<file path="config.mk">
export PLATFORM = sky130hd
export DESIGN_NAME = channel_start_hop_sync
export DESIGN_NICKNAME = d
export VERILOG_FILES = /design/src/common/sync_ctrl_pkg.sv /design/src/common/holdoff_if.sv /design/src/holdoff_counter.sv /design/src/channel_start_hop_sync.sv
export SDC_FILE = /design/constraint.sdc
export NUM_CORES = 2
export LEC_CHECK = 0
export BUFFER_PORTS_ARGS = -buffer_cell sky130_fd_sc_hd__buf_2
export CAP_MARGIN = 15
export CORE_AREA = 2 2 473 287
export DETAILED_ROUTE_END_ITERATION = 16
export DIE_AREA = 0 0 475 289
export SYNTH_ARGS = -nofsm -noshare
export SYNTH_HDL_FRONTEND = slang
export SYNTH_SLANG_ARGS = --single-unit
</file>
<file path="constraint.sdc">
create_clock -name clk_in -period 3.77 [get_ports clk_in]
set_clock_uncertainty 0.05 [all_clocks]
set_input_delay 0.377 -clock clk_in [delete_from_list [all_inputs] [get_ports clk_in]]
set_output_delay 0.377 -clock clk_in [all_outputs]
set_load 0.05 [all_outputs]
</file>
<file path="src/common/sync_ctrl_pkg.sv">
// Constants shared by the channel start and frequency-hop synchronisation logic
package sync_ctrl_pkg;
    // External (direct) register addresses
    localparam logic [7:0] ADDR_SLEEP     = 8'h03;
    localparam logic [7:0] ADDR_PIN_CTRL  = 8'h04;
    localparam logic [7:0] ADDR_SOFT_CTRL = 8'h05;
    localparam logic [7:0] ADDR_STATUS    = 8'h06;
    // Per-channel internal register addresses
    localparam logic [7:0] ADDR_START_CNT = 8'h83;
    localparam logic [7:0] ADDR_FREQ_CNT  = 8'h84;
    localparam logic [7:0] ADDR_FREQ      = 8'h85;
    localparam logic [7:0] ADDR_PIN_SEL   = 8'h86;
    // Address bit that selects the internal per-channel space
    localparam int INTERNAL_BIT   = 7;
    // Field positions in pin and soft control registers
    localparam int PIN_START_BIT  = 4;
    localparam int PIN_HOP_BIT    = 5;
    localparam int SOFT_START_BIT = 4;
    localparam int SOFT_HOP_BIT   = 5;
    localparam int PIN_SEL_W      = 2;
    localparam int PIN_EN_LSB     = 0;
    localparam int SOFT_CHAN_LSB  = 0;
    // Reset values
    localparam logic [3:0] SLEEP_RST = 4'hf;
    localparam logic [7:0] CTRL_RST  = 8'h00;
    // Latency figures in master clocks
    localparam int START_SOFT_EXTRA = 6;
    localparam int START_PIN_EXTRA  = 3;
    localparam int HOP_SOFT_EXTRA   = 7;
    localparam int HOP_PIN_EXTRA    = 5;
    // Pipeline depths derived from the latency figures
    localparam int RUN_PIPE       = START_PIN_EXTRA - 1;
    localparam int FREQ_PIPE      = HOP_PIN_EXTRA - 1;
    localparam int SOFT_START_DLY = START_SOFT_EXTRA - RUN_PIPE;
    localparam int SOFT_HOP_DLY   = HOP_SOFT_EXTRA - FREQ_PIPE;
endpackage

</file>
<file path="src/common/holdoff_if.sv">
// Trigger, count and completion signals of one hold-off counter
`timescale 1ns/1ns
`default_nettype none
interface holdoff_if #(
    parameter int CNT_W = 16
);
    logic             trig;
    logic [CNT_W-1:0] count;
    logic             fire;
    logic             busy;

    modport counter (input trig, input count, output fire, output busy);
    modport owner   (output trig, output count, input fire, input busy);
endinterface
`default_nettype wire

</file>
<file path="src/holdoff_counter.sv">
// One hold-off down-counter that fires once after the last trigger; a trigger while counting reloads the count
`timescale 1ns/1ns
`default_nettype none
module holdoff_counter #(
    parameter int CNT_W = 16
) (
    input  wire logic   clk_in,
    input  wire logic   rstn_in,
    holdoff_if.counter  hif
);
    localparam logic [CNT_W-1:0] CNT_ONE = CNT_W'(1);

    logic [CNT_W-1:0] cnt_reg;
    logic             busy_reg;

    // Count zero or one fires on the next cycle, so a trigger never hangs
    always_ff @(posedge clk_in) begin
        if (!rstn_in) begin
            cnt_reg  <= '0;
            busy_reg <= 1'b0;
        end else if (hif.trig) begin
            cnt_reg  <= (hif.count <= CNT_ONE) ? CNT_ONE : hif.count;
            busy_reg <= 1'b1;
        end else if (busy_reg) begin
            if (cnt_reg == CNT_ONE) begin
                busy_reg <= 1'b0;
            end else begin
                cnt_reg <= cnt_reg - CNT_ONE;
            end
        end
    end

    // Completion in the cycle the count stands at one
    assign hif.fire = busy_reg && (cnt_reg == CNT_ONE);
    assign hif.busy = busy_reg;
endmodule
`default_nettype wire

</file>
<file path="src/channel_start_hop_sync.sv">
// Start and frequency-hop synchroniser for four receive channels
`timescale 1ns/1ns
`default_nettype none
module channel_start_hop_sync #(
    parameter int NUM_CHAN = 4,
    parameter int CNT_W    = 16,
    parameter int FREQ_W   = 32,
    parameter int DATA_W   = 32
) (
    input  wire logic                     clk_in,
    input  wire logic                     rstn_in,
    input  wire logic [7:0]               addr_in,
    input  wire logic [1:0]               chan_in,
    input  wire logic [DATA_W-1:0]        wdata_in,
    input  wire logic                     wr_in,
    input  wire logic                     rd_in,
    input  wire logic [3:0]               sync_pin_in,
    output logic      [DATA_W-1:0]        rdata_out,
    output logic                          rdy_out,
    output logic      [NUM_CHAN-1:0]      chan_run_out,
    output logic      [NUM_CHAN*FREQ_W-1:0] osc_freq_out
);
    localparam int SS_DLY = sync_ctrl_pkg::SOFT_START_DLY;
    localparam int SH_DLY = sync_ctrl_pkg::SOFT_HOP_DLY;
    localparam int R_PIPE = sync_ctrl_pkg::RUN_PIPE;
    localparam int F_PIPE = sync_ctrl_pkg::FREQ_PIPE;
    localparam int PSEL_W = sync_ctrl_pkg::PIN_SEL_W;

    // Host-visible state
    logic [NUM_CHAN-1:0] sleep_reg;
    logic [7:0]          pin_ctrl_reg;
    logic [7:0]          soft_ctrl_reg;
    logic [CNT_W-1:0]    start_cnt_reg   [NUM_CHAN];
    logic [CNT_W-1:0]    freq_cnt_reg    [NUM_CHAN];
    logic [FREQ_W-1:0]   shadow_freq_reg [NUM_CHAN];
    logic [FREQ_W-1:0]   active_freq_reg [NUM_CHAN];
    logic [PSEL_W-1:0]   pin_sel_reg     [NUM_CHAN];

    // Port answer
    logic [DATA_W-1:0]   rdata_reg;
    logic [DATA_W-1:0]   rdata_next;
    logic                rdy_reg;

    // Trigger and latency-matching pipelines
    logic [3:0]          pin_prev_reg;
    logic [NUM_CHAN-1:0] soft_start_pipe_reg [SS_DLY];
    logic [NUM_CHAN-1:0] soft_hop_pipe_reg   [SH_DLY];
    logic [NUM_CHAN-1:0] run_pipe_reg        [R_PIPE];
    logic [FREQ_W-1:0]   freq_pipe_reg       [F_PIPE][NUM_CHAN];

    // Decode and trigger terms
    logic                is_internal;
    logic                wr_sleep;
    logic                wr_pin_ctrl;
    logic                wr_soft_ctrl;
    logic                wr_start_cnt;
    logic                wr_freq_cnt;
    logic                wr_freq;
    logic                wr_pin_sel;
    logic [3:0]          pin_rise;
    logic [NUM_CHAN-1:0] soft_start_now;
    logic [NUM_CHAN-1:0] soft_hop_now;
    logic [NUM_CHAN-1:0] pin_hit;
    logic [NUM_CHAN-1:0] start_trig;
    logic [NUM_CHAN-1:0] hop_trig;
    logic [NUM_CHAN-1:0] start_fire;
    logic [NUM_CHAN-1:0] hop_fire;
    logic [NUM_CHAN-1:0] start_busy;
    logic [NUM_CHAN-1:0] hop_busy;

    // Control fields and channel select
    logic [3:0]          pin_enable;
    logic                start_on_pin;
    logic                hop_on_pin;
    logic [NUM_CHAN-1:0] soft_chan;
    logic                soft_start_req;
    logic                soft_hop_req;
    logic [NUM_CHAN-1:0] chan_sel;

    // Countdown status as the host reads it
    logic [2*NUM_CHAN-1:0] status_word;

    // Write decode; internal registers are reached through the channel index
    assign is_internal  = addr_in[sync_ctrl_pkg::INTERNAL_BIT];
    assign wr_sleep     = wr_in && (addr_in == sync_ctrl_pkg::ADDR_SLEEP);
    assign wr_pin_ctrl  = wr_in && (addr_in == sync_ctrl_pkg::ADDR_PIN_CTRL);
    assign wr_soft_ctrl = wr_in && (addr_in == sync_ctrl_pkg::ADDR_SOFT_CTRL);
    assign wr_start_cnt = wr_in && (addr_in == sync_ctrl_pkg::ADDR_START_CNT);
    assign wr_freq_cnt  = wr_in && (addr_in == sync_ctrl_pkg::ADDR_FREQ_CNT);
    assign wr_freq      = wr_in && (addr_in == sync_ctrl_pkg::ADDR_FREQ);
    assign wr_pin_sel   = wr_in && (addr_in == sync_ctrl_pkg::ADDR_PIN_SEL);

    // Rising edge of each pin; a pin held high triggers only once
    assign pin_rise = sync_pin_in & ~pin_prev_reg;

    // Named control fields; soft triggers act only in the cycle of the write
    assign pin_enable     = pin_ctrl_reg[sync_ctrl_pkg::PIN_EN_LSB +: 4];
    assign start_on_pin   = pin_ctrl_reg[sync_ctrl_pkg::PIN_START_BIT];
    assign hop_on_pin     = pin_ctrl_reg[sync_ctrl_pkg::PIN_HOP_BIT];
    assign soft_chan      = wdata_in[sync_ctrl_pkg::SOFT_CHAN_LSB +: NUM_CHAN];
    assign soft_start_req = wr_soft_ctrl && wdata_in[sync_ctrl_pkg::SOFT_START_BIT];
    assign soft_hop_req   = wr_soft_ctrl && wdata_in[sync_ctrl_pkg::SOFT_HOP_BIT];
    assign status_word    = {hop_busy, start_busy};

    // One-hot channel select; an index beyond the channel count selects nothing
    always_comb begin
        for (int c = 0; c < NUM_CHAN; c++) begin
            chan_sel[c] = (int'(chan_in) == c);
        end
    end

    // Software triggers name their channels in the same write
    always_comb begin
        for (int c = 0; c < NUM_CHAN; c++) begin
            soft_start_now[c] = soft_start_req && soft_chan[c];
            soft_hop_now[c]   = soft_hop_req && soft_chan[c];
        end
    end

    // Per-channel trigger sources
    always_comb begin
        for (int c = 0; c < NUM_CHAN; c++) begin
            // Selected pin must also be enabled in the pin control register
            pin_hit[c]    = pin_enable[pin_sel_reg[c]] && pin_rise[pin_sel_reg[c]];
            start_trig[c] = soft_start_pipe_reg[SS_DLY-1][c]
                            || (start_on_pin && pin_hit[c]);
            hop_trig[c]   = soft_hop_pipe_reg[SH_DLY-1][c]
                            || (hop_on_pin && pin_hit[c]);
        end
    end

    // Two hold-off counters per channel
    for (genvar c = 0; c < NUM_CHAN; c++) begin : g_chan
        holdoff_if #(.CNT_W(CNT_W)) start_if ();
        holdoff_if #(.CNT_W(CNT_W)) hop_if ();

        assign start_if.trig  = start_trig[c];
        assign start_if.count = start_cnt_reg[c];
        assign hop_if.trig    = hop_trig[c];
        assign hop_if.count   = freq_cnt_reg[c];
        assign start_fire[c]  = start_if.fire;
        assign start_busy[c]  = start_if.busy;
        assign hop_fire[c]    = hop_if.fire;
        assign hop_busy[c]    = hop_if.busy;

        holdoff_counter #(.CNT_W(CNT_W)) u_start_cnt (
            .clk_in  (clk_in),
            .rstn_in (rstn_in),
            .hif     (start_if)
        );

        holdoff_counter #(.CNT_W(CNT_W)) u_hop_cnt (
            .clk_in  (clk_in),
            .rstn_in (rstn_in),
            .hif     (hop_if)
        );
    end

    // Sleep bits: host writes, countdown completion clears
    always_ff @(posedge clk_in) begin
        if (!rstn_in) begin
            sleep_reg <= sync_ctrl_pkg::SLEEP_RST;
        end else begin
            if (wr_sleep) begin
                sleep_reg <= wdata_in[NUM_CHAN-1:0];
            end
            // Completion is applied after the write so the event is never lost
            for (int c = 0; c < NUM_CHAN; c++) begin
                if (start_fire[c]) begin
                    sleep_reg[c] <= 1'b0;
                end
            end
        end
    end

    // Pin and soft control registers
    always_ff @(posedge clk_in) begin
        if (!rstn_in) begin
            pin_ctrl_reg  <= sync_ctrl_pkg::CTRL_RST;
            soft_ctrl_reg <= sync_ctrl_pkg::CTRL_RST;
        end else begin
            if (wr_pin_ctrl) begin
                pin_ctrl_reg <= wdata_in[7:0];
            end
            if (wr_soft_ctrl) begin
                soft_ctrl_reg <= wdata_in[7:0];
            end
        end
    end

    // Per-channel hold-off counts and pin selection
    always_ff @(posedge clk_in) begin
        if (!rstn_in) begin
            for (int c = 0; c < NUM_CHAN; c++) begin
                start_cnt_reg[c] <= '0;
                freq_cnt_reg[c]  <= '0;
                pin_sel_reg[c]   <= '0;
            end
        end else begin
            for (int c = 0; c < NUM_CHAN; c++) begin
                if (wr_start_cnt && chan_sel[c]) begin
                    start_cnt_reg[c] <= wdata_in[CNT_W-1:0];
                end
                if (wr_freq_cnt && chan_sel[c]) begin
                    freq_cnt_reg[c] <= wdata_in[CNT_W-1:0];
                end
                if (wr_pin_sel && chan_sel[c]) begin
                    pin_sel_reg[c] <= wdata_in[PSEL_W-1:0];
                end
            end
        end
    end

    // Shadow and active oscillator frequency
    always_ff @(posedge clk_in) begin
        if (!rstn_in) begin
            for (int c = 0; c < NUM_CHAN; c++) begin
                shadow_freq_reg[c] <= '0;
                active_freq_reg[c] <= '0;
            end
        end else begin
            for (int c = 0; c < NUM_CHAN; c++) begin
                if (hop_fire[c]) begin
                    active_freq_reg[c] <= shadow_freq_reg[c];
                end
            end
            for (int c = 0; c < NUM_CHAN; c++) begin
                if (wr_freq && chan_sel[c]) begin
                    shadow_freq_reg[c] <= wdata_in[FREQ_W-1:0];
                    // Zero count means no synchronisation: the write goes straight through
                    if (freq_cnt_reg[c] == '0) begin
                        active_freq_reg[c] <= wdata_in[FREQ_W-1:0];
                    end
                end
            end
        end
    end

    // Sync pin history for edge detection
    always_ff @(posedge clk_in) begin
        if (!rstn_in) begin
            pin_prev_reg <= 4'h0;
        end else begin
            pin_prev_reg <= sync_pin_in;
        end
    end

    // Soft triggers are delayed so ready-to-effect matches the fixed latency
    always_ff @(posedge clk_in) begin
        if (!rstn_in) begin
            for (int i = 0; i < SS_DLY; i++) begin
                soft_start_pipe_reg[i] <= '0;
            end
            for (int i = 0; i < SH_DLY; i++) begin
                soft_hop_pipe_reg[i] <= '0;
            end
        end else begin
            soft_start_pipe_reg[0] <= soft_start_now;
            for (int i = 1; i < SS_DLY; i++) begin
                soft_start_pipe_reg[i] <= soft_start_pipe_reg[i-1];
            end
            soft_hop_pipe_reg[0] <= soft_hop_now;
            for (int i = 1; i < SH_DLY; i++) begin
                soft_hop_pipe_reg[i] <= soft_hop_pipe_reg[i-1];
            end
        end
    end

    // Run enable pipeline models datapath start-up latency
    always_ff @(posedge clk_in) begin
        if (!rstn_in) begin
            for (int i = 0; i < R_PIPE; i++) begin
                run_pipe_reg[i] <= '0;
            end
        end else begin
            run_pipe_reg[0] <= ~sleep_reg;
            for (int i = 1; i < R_PIPE; i++) begin
                run_pipe_reg[i] <= run_pipe_reg[i-1];
            end
        end
    end

    // Frequency pipeline models the oscillator load latency
    always_ff @(posedge clk_in) begin
        if (!rstn_in) begin
            for (int i = 0; i < F_PIPE; i++) begin
                for (int c = 0; c < NUM_CHAN; c++) begin
                    freq_pipe_reg[i][c] <= '0;
                end
            end
        end else begin
            for (int c = 0; c < NUM_CHAN; c++) begin
                freq_pipe_reg[0][c] <= active_freq_reg[c];
                for (int i = 1; i < F_PIPE; i++) begin
                    freq_pipe_reg[i][c] <= freq_pipe_reg[i-1][c];
                end
            end
        end
    end

    // Read multiplexer; unmapped addresses read zero
    always_comb begin
        rdata_next = '0;
        if (is_internal) begin
            unique case (addr_in)
                sync_ctrl_pkg::ADDR_START_CNT: rdata_next[CNT_W-1:0]  = start_cnt_reg[chan_in];
                sync_ctrl_pkg::ADDR_FREQ_CNT:  rdata_next[CNT_W-1:0]  = freq_cnt_reg[chan_in];
                sync_ctrl_pkg::ADDR_FREQ:      rdata_next[FREQ_W-1:0] = shadow_freq_reg[chan_in];
                sync_ctrl_pkg::ADDR_PIN_SEL:   rdata_next[PSEL_W-1:0] = pin_sel_reg[chan_in];
                default:                       rdata_next = '0;
            endcase
        end else begin
            unique case (addr_in)
                sync_ctrl_pkg::ADDR_SLEEP:     rdata_next[NUM_CHAN-1:0] = sleep_reg;
                sync_ctrl_pkg::ADDR_PIN_CTRL:  rdata_next[7:0] = pin_ctrl_reg;
                sync_ctrl_pkg::ADDR_SOFT_CTRL: rdata_next[7:0] = soft_ctrl_reg;
                // Live countdown state lets software poll for completion
                sync_ctrl_pkg::ADDR_STATUS:    rdata_next[2*NUM_CHAN-1:0] = status_word;
                default:                       rdata_next = '0;
            endcase
        end
    end

    // Port answer: data and ready one cycle after the strobe
    always_ff @(posedge clk_in) begin
        if (!rstn_in) begin
            rdata_reg <= '0;
            rdy_reg   <= 1'b0;
        end else begin
            rdy_reg <= wr_in || rd_in;
            if (rd_in) begin
                rdata_reg <= rdata_next;
            end
        end
    end

    // Outputs straight from flip-flops
    assign rdata_out    = rdata_reg;
    assign rdy_out      = rdy_reg;
    assign chan_run_out = run_pipe_reg[R_PIPE-1];
    for (genvar c = 0; c < NUM_CHAN; c++) begin : g_freq_out
        assign osc_freq_out[c*FREQ_W +: FREQ_W] = freq_pipe_reg[F_PIPE-1][c];
    end
endmodule
`default_nettype wire

</file>
==> reports/results.txt <==
Crit. End Element: flip-flop
final net count: 3,791
Starting Density: 31.8%
pre-CTS setup slack: 0.705 ns
final setup fails: 0
share of post-route cells with drive strength above 1: 17.0%
Post-Place Cells: 5,407
data required time of the critical path: 4.28 ns
met3 usage: 5.33%
pwr dens: 515 nW/um2
min Tclk post-route: 3.15 ns
CTS tree: yes
Yosys cell types: 78
GPL Wtd Cong: 0.933
Hold Crit Class: in2reg
period utilisation layout: 83.4%
Post-synth EDFFs: 392
vias per inst: 5.01
clk_lat worst skew: 0.77 ns
WS Path Type: reg2reg
post-cts sizing count: 0
Vias: 28.2k
CTS buffer count: 105
register area: 26,600 um2
setup TNS: 0 ns
Syn-to-layout area delta: 16.1%
Setup crit start kind: flip-flop
Multi-input gate area: 14,700 um2
Routed WL: 124,000 um
ys async rst share: 0%
Reg2Reg Depth: 7
post-synthesis register bit count: 1,133
# DRC: 0
Routed WL per cell: 22.0 um
grt total ovfl: 0
Main synth FF type: dfxtp_1
synthesized area per cell: 11.9 um2
RSZ-0062 raised after global routing: false
FMAX: 0.318 GHz
grt met1 use: 28.3%
WHS Path Cells: 2
# Post-CTS Setup Buffers: 0
Slew HR: 17.4%
DRT Pass-1 Iters: 7
status: finished, final reports clean
Syn Inst Count: 3,557
Worst EP arrival: 3.65 ns
first-pass GRT wire length: 180,000 um
Final HPWL DP: 85,500 um
Die H: 289 um
CTS Sinks: 1,133
Ports: 215
Worst-path clk slew: 0.07 ns
IO buf count: 214
largest net degree at the start of global routing: 212
worst slew pin tran: 1.24 ns
fillcell total: 12.9k
post-synth net total: 3,623
max reg flops: 512
Die Span X: 475 um
Pleak: 0.0184 uW
Non-Filler Instances: 5,624
Core ar.: 133,000 um2
Core Rows: 104
initial DRC count: 3,864
vias in the first global route: 26.1k
initial antenna violation count: 20
Synth Warn #: 0
met2 usage: 22.5%
peak supply drop: 0.448 mV
GR peak layer: met1
hold_buf cts: 13
root buffer cell: clkbuf_16
setup ws final: 0.624 ns
CTS Buffer Depth: 3
synthesized cell area: 42,300 um2
final hold vios: 0
H-tree depth: 3
Die ar.: 137,000 um2
GRT Total Usage: 17.7%
sequential share of the synthesized area: 62.9%
max-cap violations: 0
max-slew violations: 0
ANT nets after route: 0
crit path max fanout: 64
worst paths after layout:
| kind | start | end | slack, ns |
|---|---|---|---|
| setup / recovery | freq_cnt_reg[2][1] | active_freq_reg[2][23] | 0.62 |
| hold / removal | wdata_in[16] | shadow_freq_reg[1][16] | 0.07 |
| setup reg to reg | freq_cnt_reg[2][1] | active_freq_reg[2][23] | 0.62 |
| hold reg to reg | freq_pipe_reg[1][43] | freq_pipe_reg[2][43] | 0.34 |
worst max-delay path, stage by stage, from the launching register on:
cell and delay, ns:
edfxtp_1 0.53, nor4_1 0.31, nand4_1 0.24, o32ai_1 0.96
buf_4 0.29, a211oi_4 0.07, buf_12 0.26, o2bb2ai_2 0.19
cells by family (layout without fill, tap and decap cells):
logic type | count (synthesis) | after routing | synth area share [%]
and+or+nand+nor | 1447 | 1447 | 19.5
other | 0 | 5 | 0
buffers and inverters | 257 | 517 | 2.55
xor gates and xnor gates | 89 | 89 | 1.84
muxes | 119 | 119 | 4.90
DFF | 1133 | 1133 | 62.9
adders and majority gates | 16 | 16 | 0.473
AOI/OAI and AO/OA | 496 | 496 | 7.87
area by class of cell:
| type | instances | share of cell area, % |
|---|---|---|
| flip-flops and latches | 1133 | 54.2 |
| multi-input cells | 2167 | 30.0 |
| clock buffers | 143 | 6.10 |
| well taps | 1802 | 4.59 |
| repair buffers | 295 | 3.65 |
| clock inverters | 56 | 1.30 |
| inverters | 23 | 0.176 |
| diodes | 5 | 0.0255 |
routing by layer:
layer	share of wire, %	vias up
li1	-	12800
met3	12	171
met1	48	13800
met5	0	-
met2	37	1421
met4	2.2	0
cells in the mapped netlist, types with 8 or more instances:
cell type / instances / area [um2]
and2_1: 754 / 4720
dfxtp_1: 741 / 14800
edfxtp_1: 392 / 11800
nand2_1: 208 / 781
clkbuf_1: 196 / 736
nor2_1: 164 / 616
a21oi_1: 146 / 731
o21ai_0: 137 / 686
mux4_2: 70 / 1580
xor2_1: 52 / 455
nor4_1: 46 / 288
nor3_1: 45 / 225
nand3_1: 44 / 220
a22o_1: 43 / 377
mux2i_1: 43 / 430
xnor2_1: 37 / 324
nor2_2: 32 / 200
o2bb2ai_2: 28 / 420
a22oi_1: 24 / 180
a211oi_1: 22 / 165
inv_1: 21 / 78.8
nand4_1: 21 / 131
or4_1: 20 / 150
o21ai_1: 18 / 90.1
ha_1: 16 / 200
or3_1: 15 / 93.8
buf_2: 14 / 70.1
a311oi_1: 13 / 114
buf_6: 10 / 113
nor2b_1: 9 / 56.3
nor4b_1: 9 / 78.8
a222oi_1: 8 / 80.1
buf_1: 8 / 30.0
nand2b_1: 8 / 50.1
o31ai_1: 8 / 60.1
cell usage in the layout (no fill, tap or decap), types with 9 or more instances in the layout:
| cell | count |
|---|---|
| edfxtp_1 | 392 |
| nor2b_1 | 9 |
| nand4_1 | 21 |
| nand3_1 | 44 |
| or3_1 | 15 |
| clkinv_2 | 24 |
| and2_1 | 754 |
| xor2_1 | 52 |
| o21ai_0 | 137 |
| o21ai_1 | 18 |
| a211oi_1 | 21 |
| xnor2_1 | 37 |
| nand2_1 | 208 |
| nor2_1 | 164 |
| a22o_1 | 43 |
| a22oi_1 | 24 |
| clkbuf_16 | 109 |
| mux2i_1 | 43 |
| clkbuf_1 | 19 |
| nor3_1 | 44 |
| mux4_2 | 70 |
| buf_4 | 64 |
| dlygate4sd3_1 | 13 |
| dfxtp_1 | 741 |
| o2bb2ai_2 | 28 |
| ha_1 | 16 |
| a311oi_1 | 13 |
| or4_1 | 20 |
| buf_2 | 212 |
| nor2_2 | 32 |
| inv_1 | 21 |
| clkbuf_8 | 14 |
| a21oi_1 | 138 |
| nor4_1 | 46 |
metrics by stage:
stage               hold WS [ns]  total power (uW)  utilization (%)  area (um2)
finish                    0.0719             25300             36.9       49100
global route              0.0420             26100             36.9       49100
CTS                      0.00200             25500             36.9       49100
detailed placement         0.367             14400             34.1       45300
global placement           0.363             14400             34.0       45300
floorplan                  0.347             13900                -       42300
power breakdown:
| part | switching, uW | internal, uW |
|---|---|---|
| Combinational | 657 | 295 |
| Sequential | 296 | 12900 |
| Clock | 4950 | 6130 |
No activity file was read; power rests on OpenSTA's default activity.
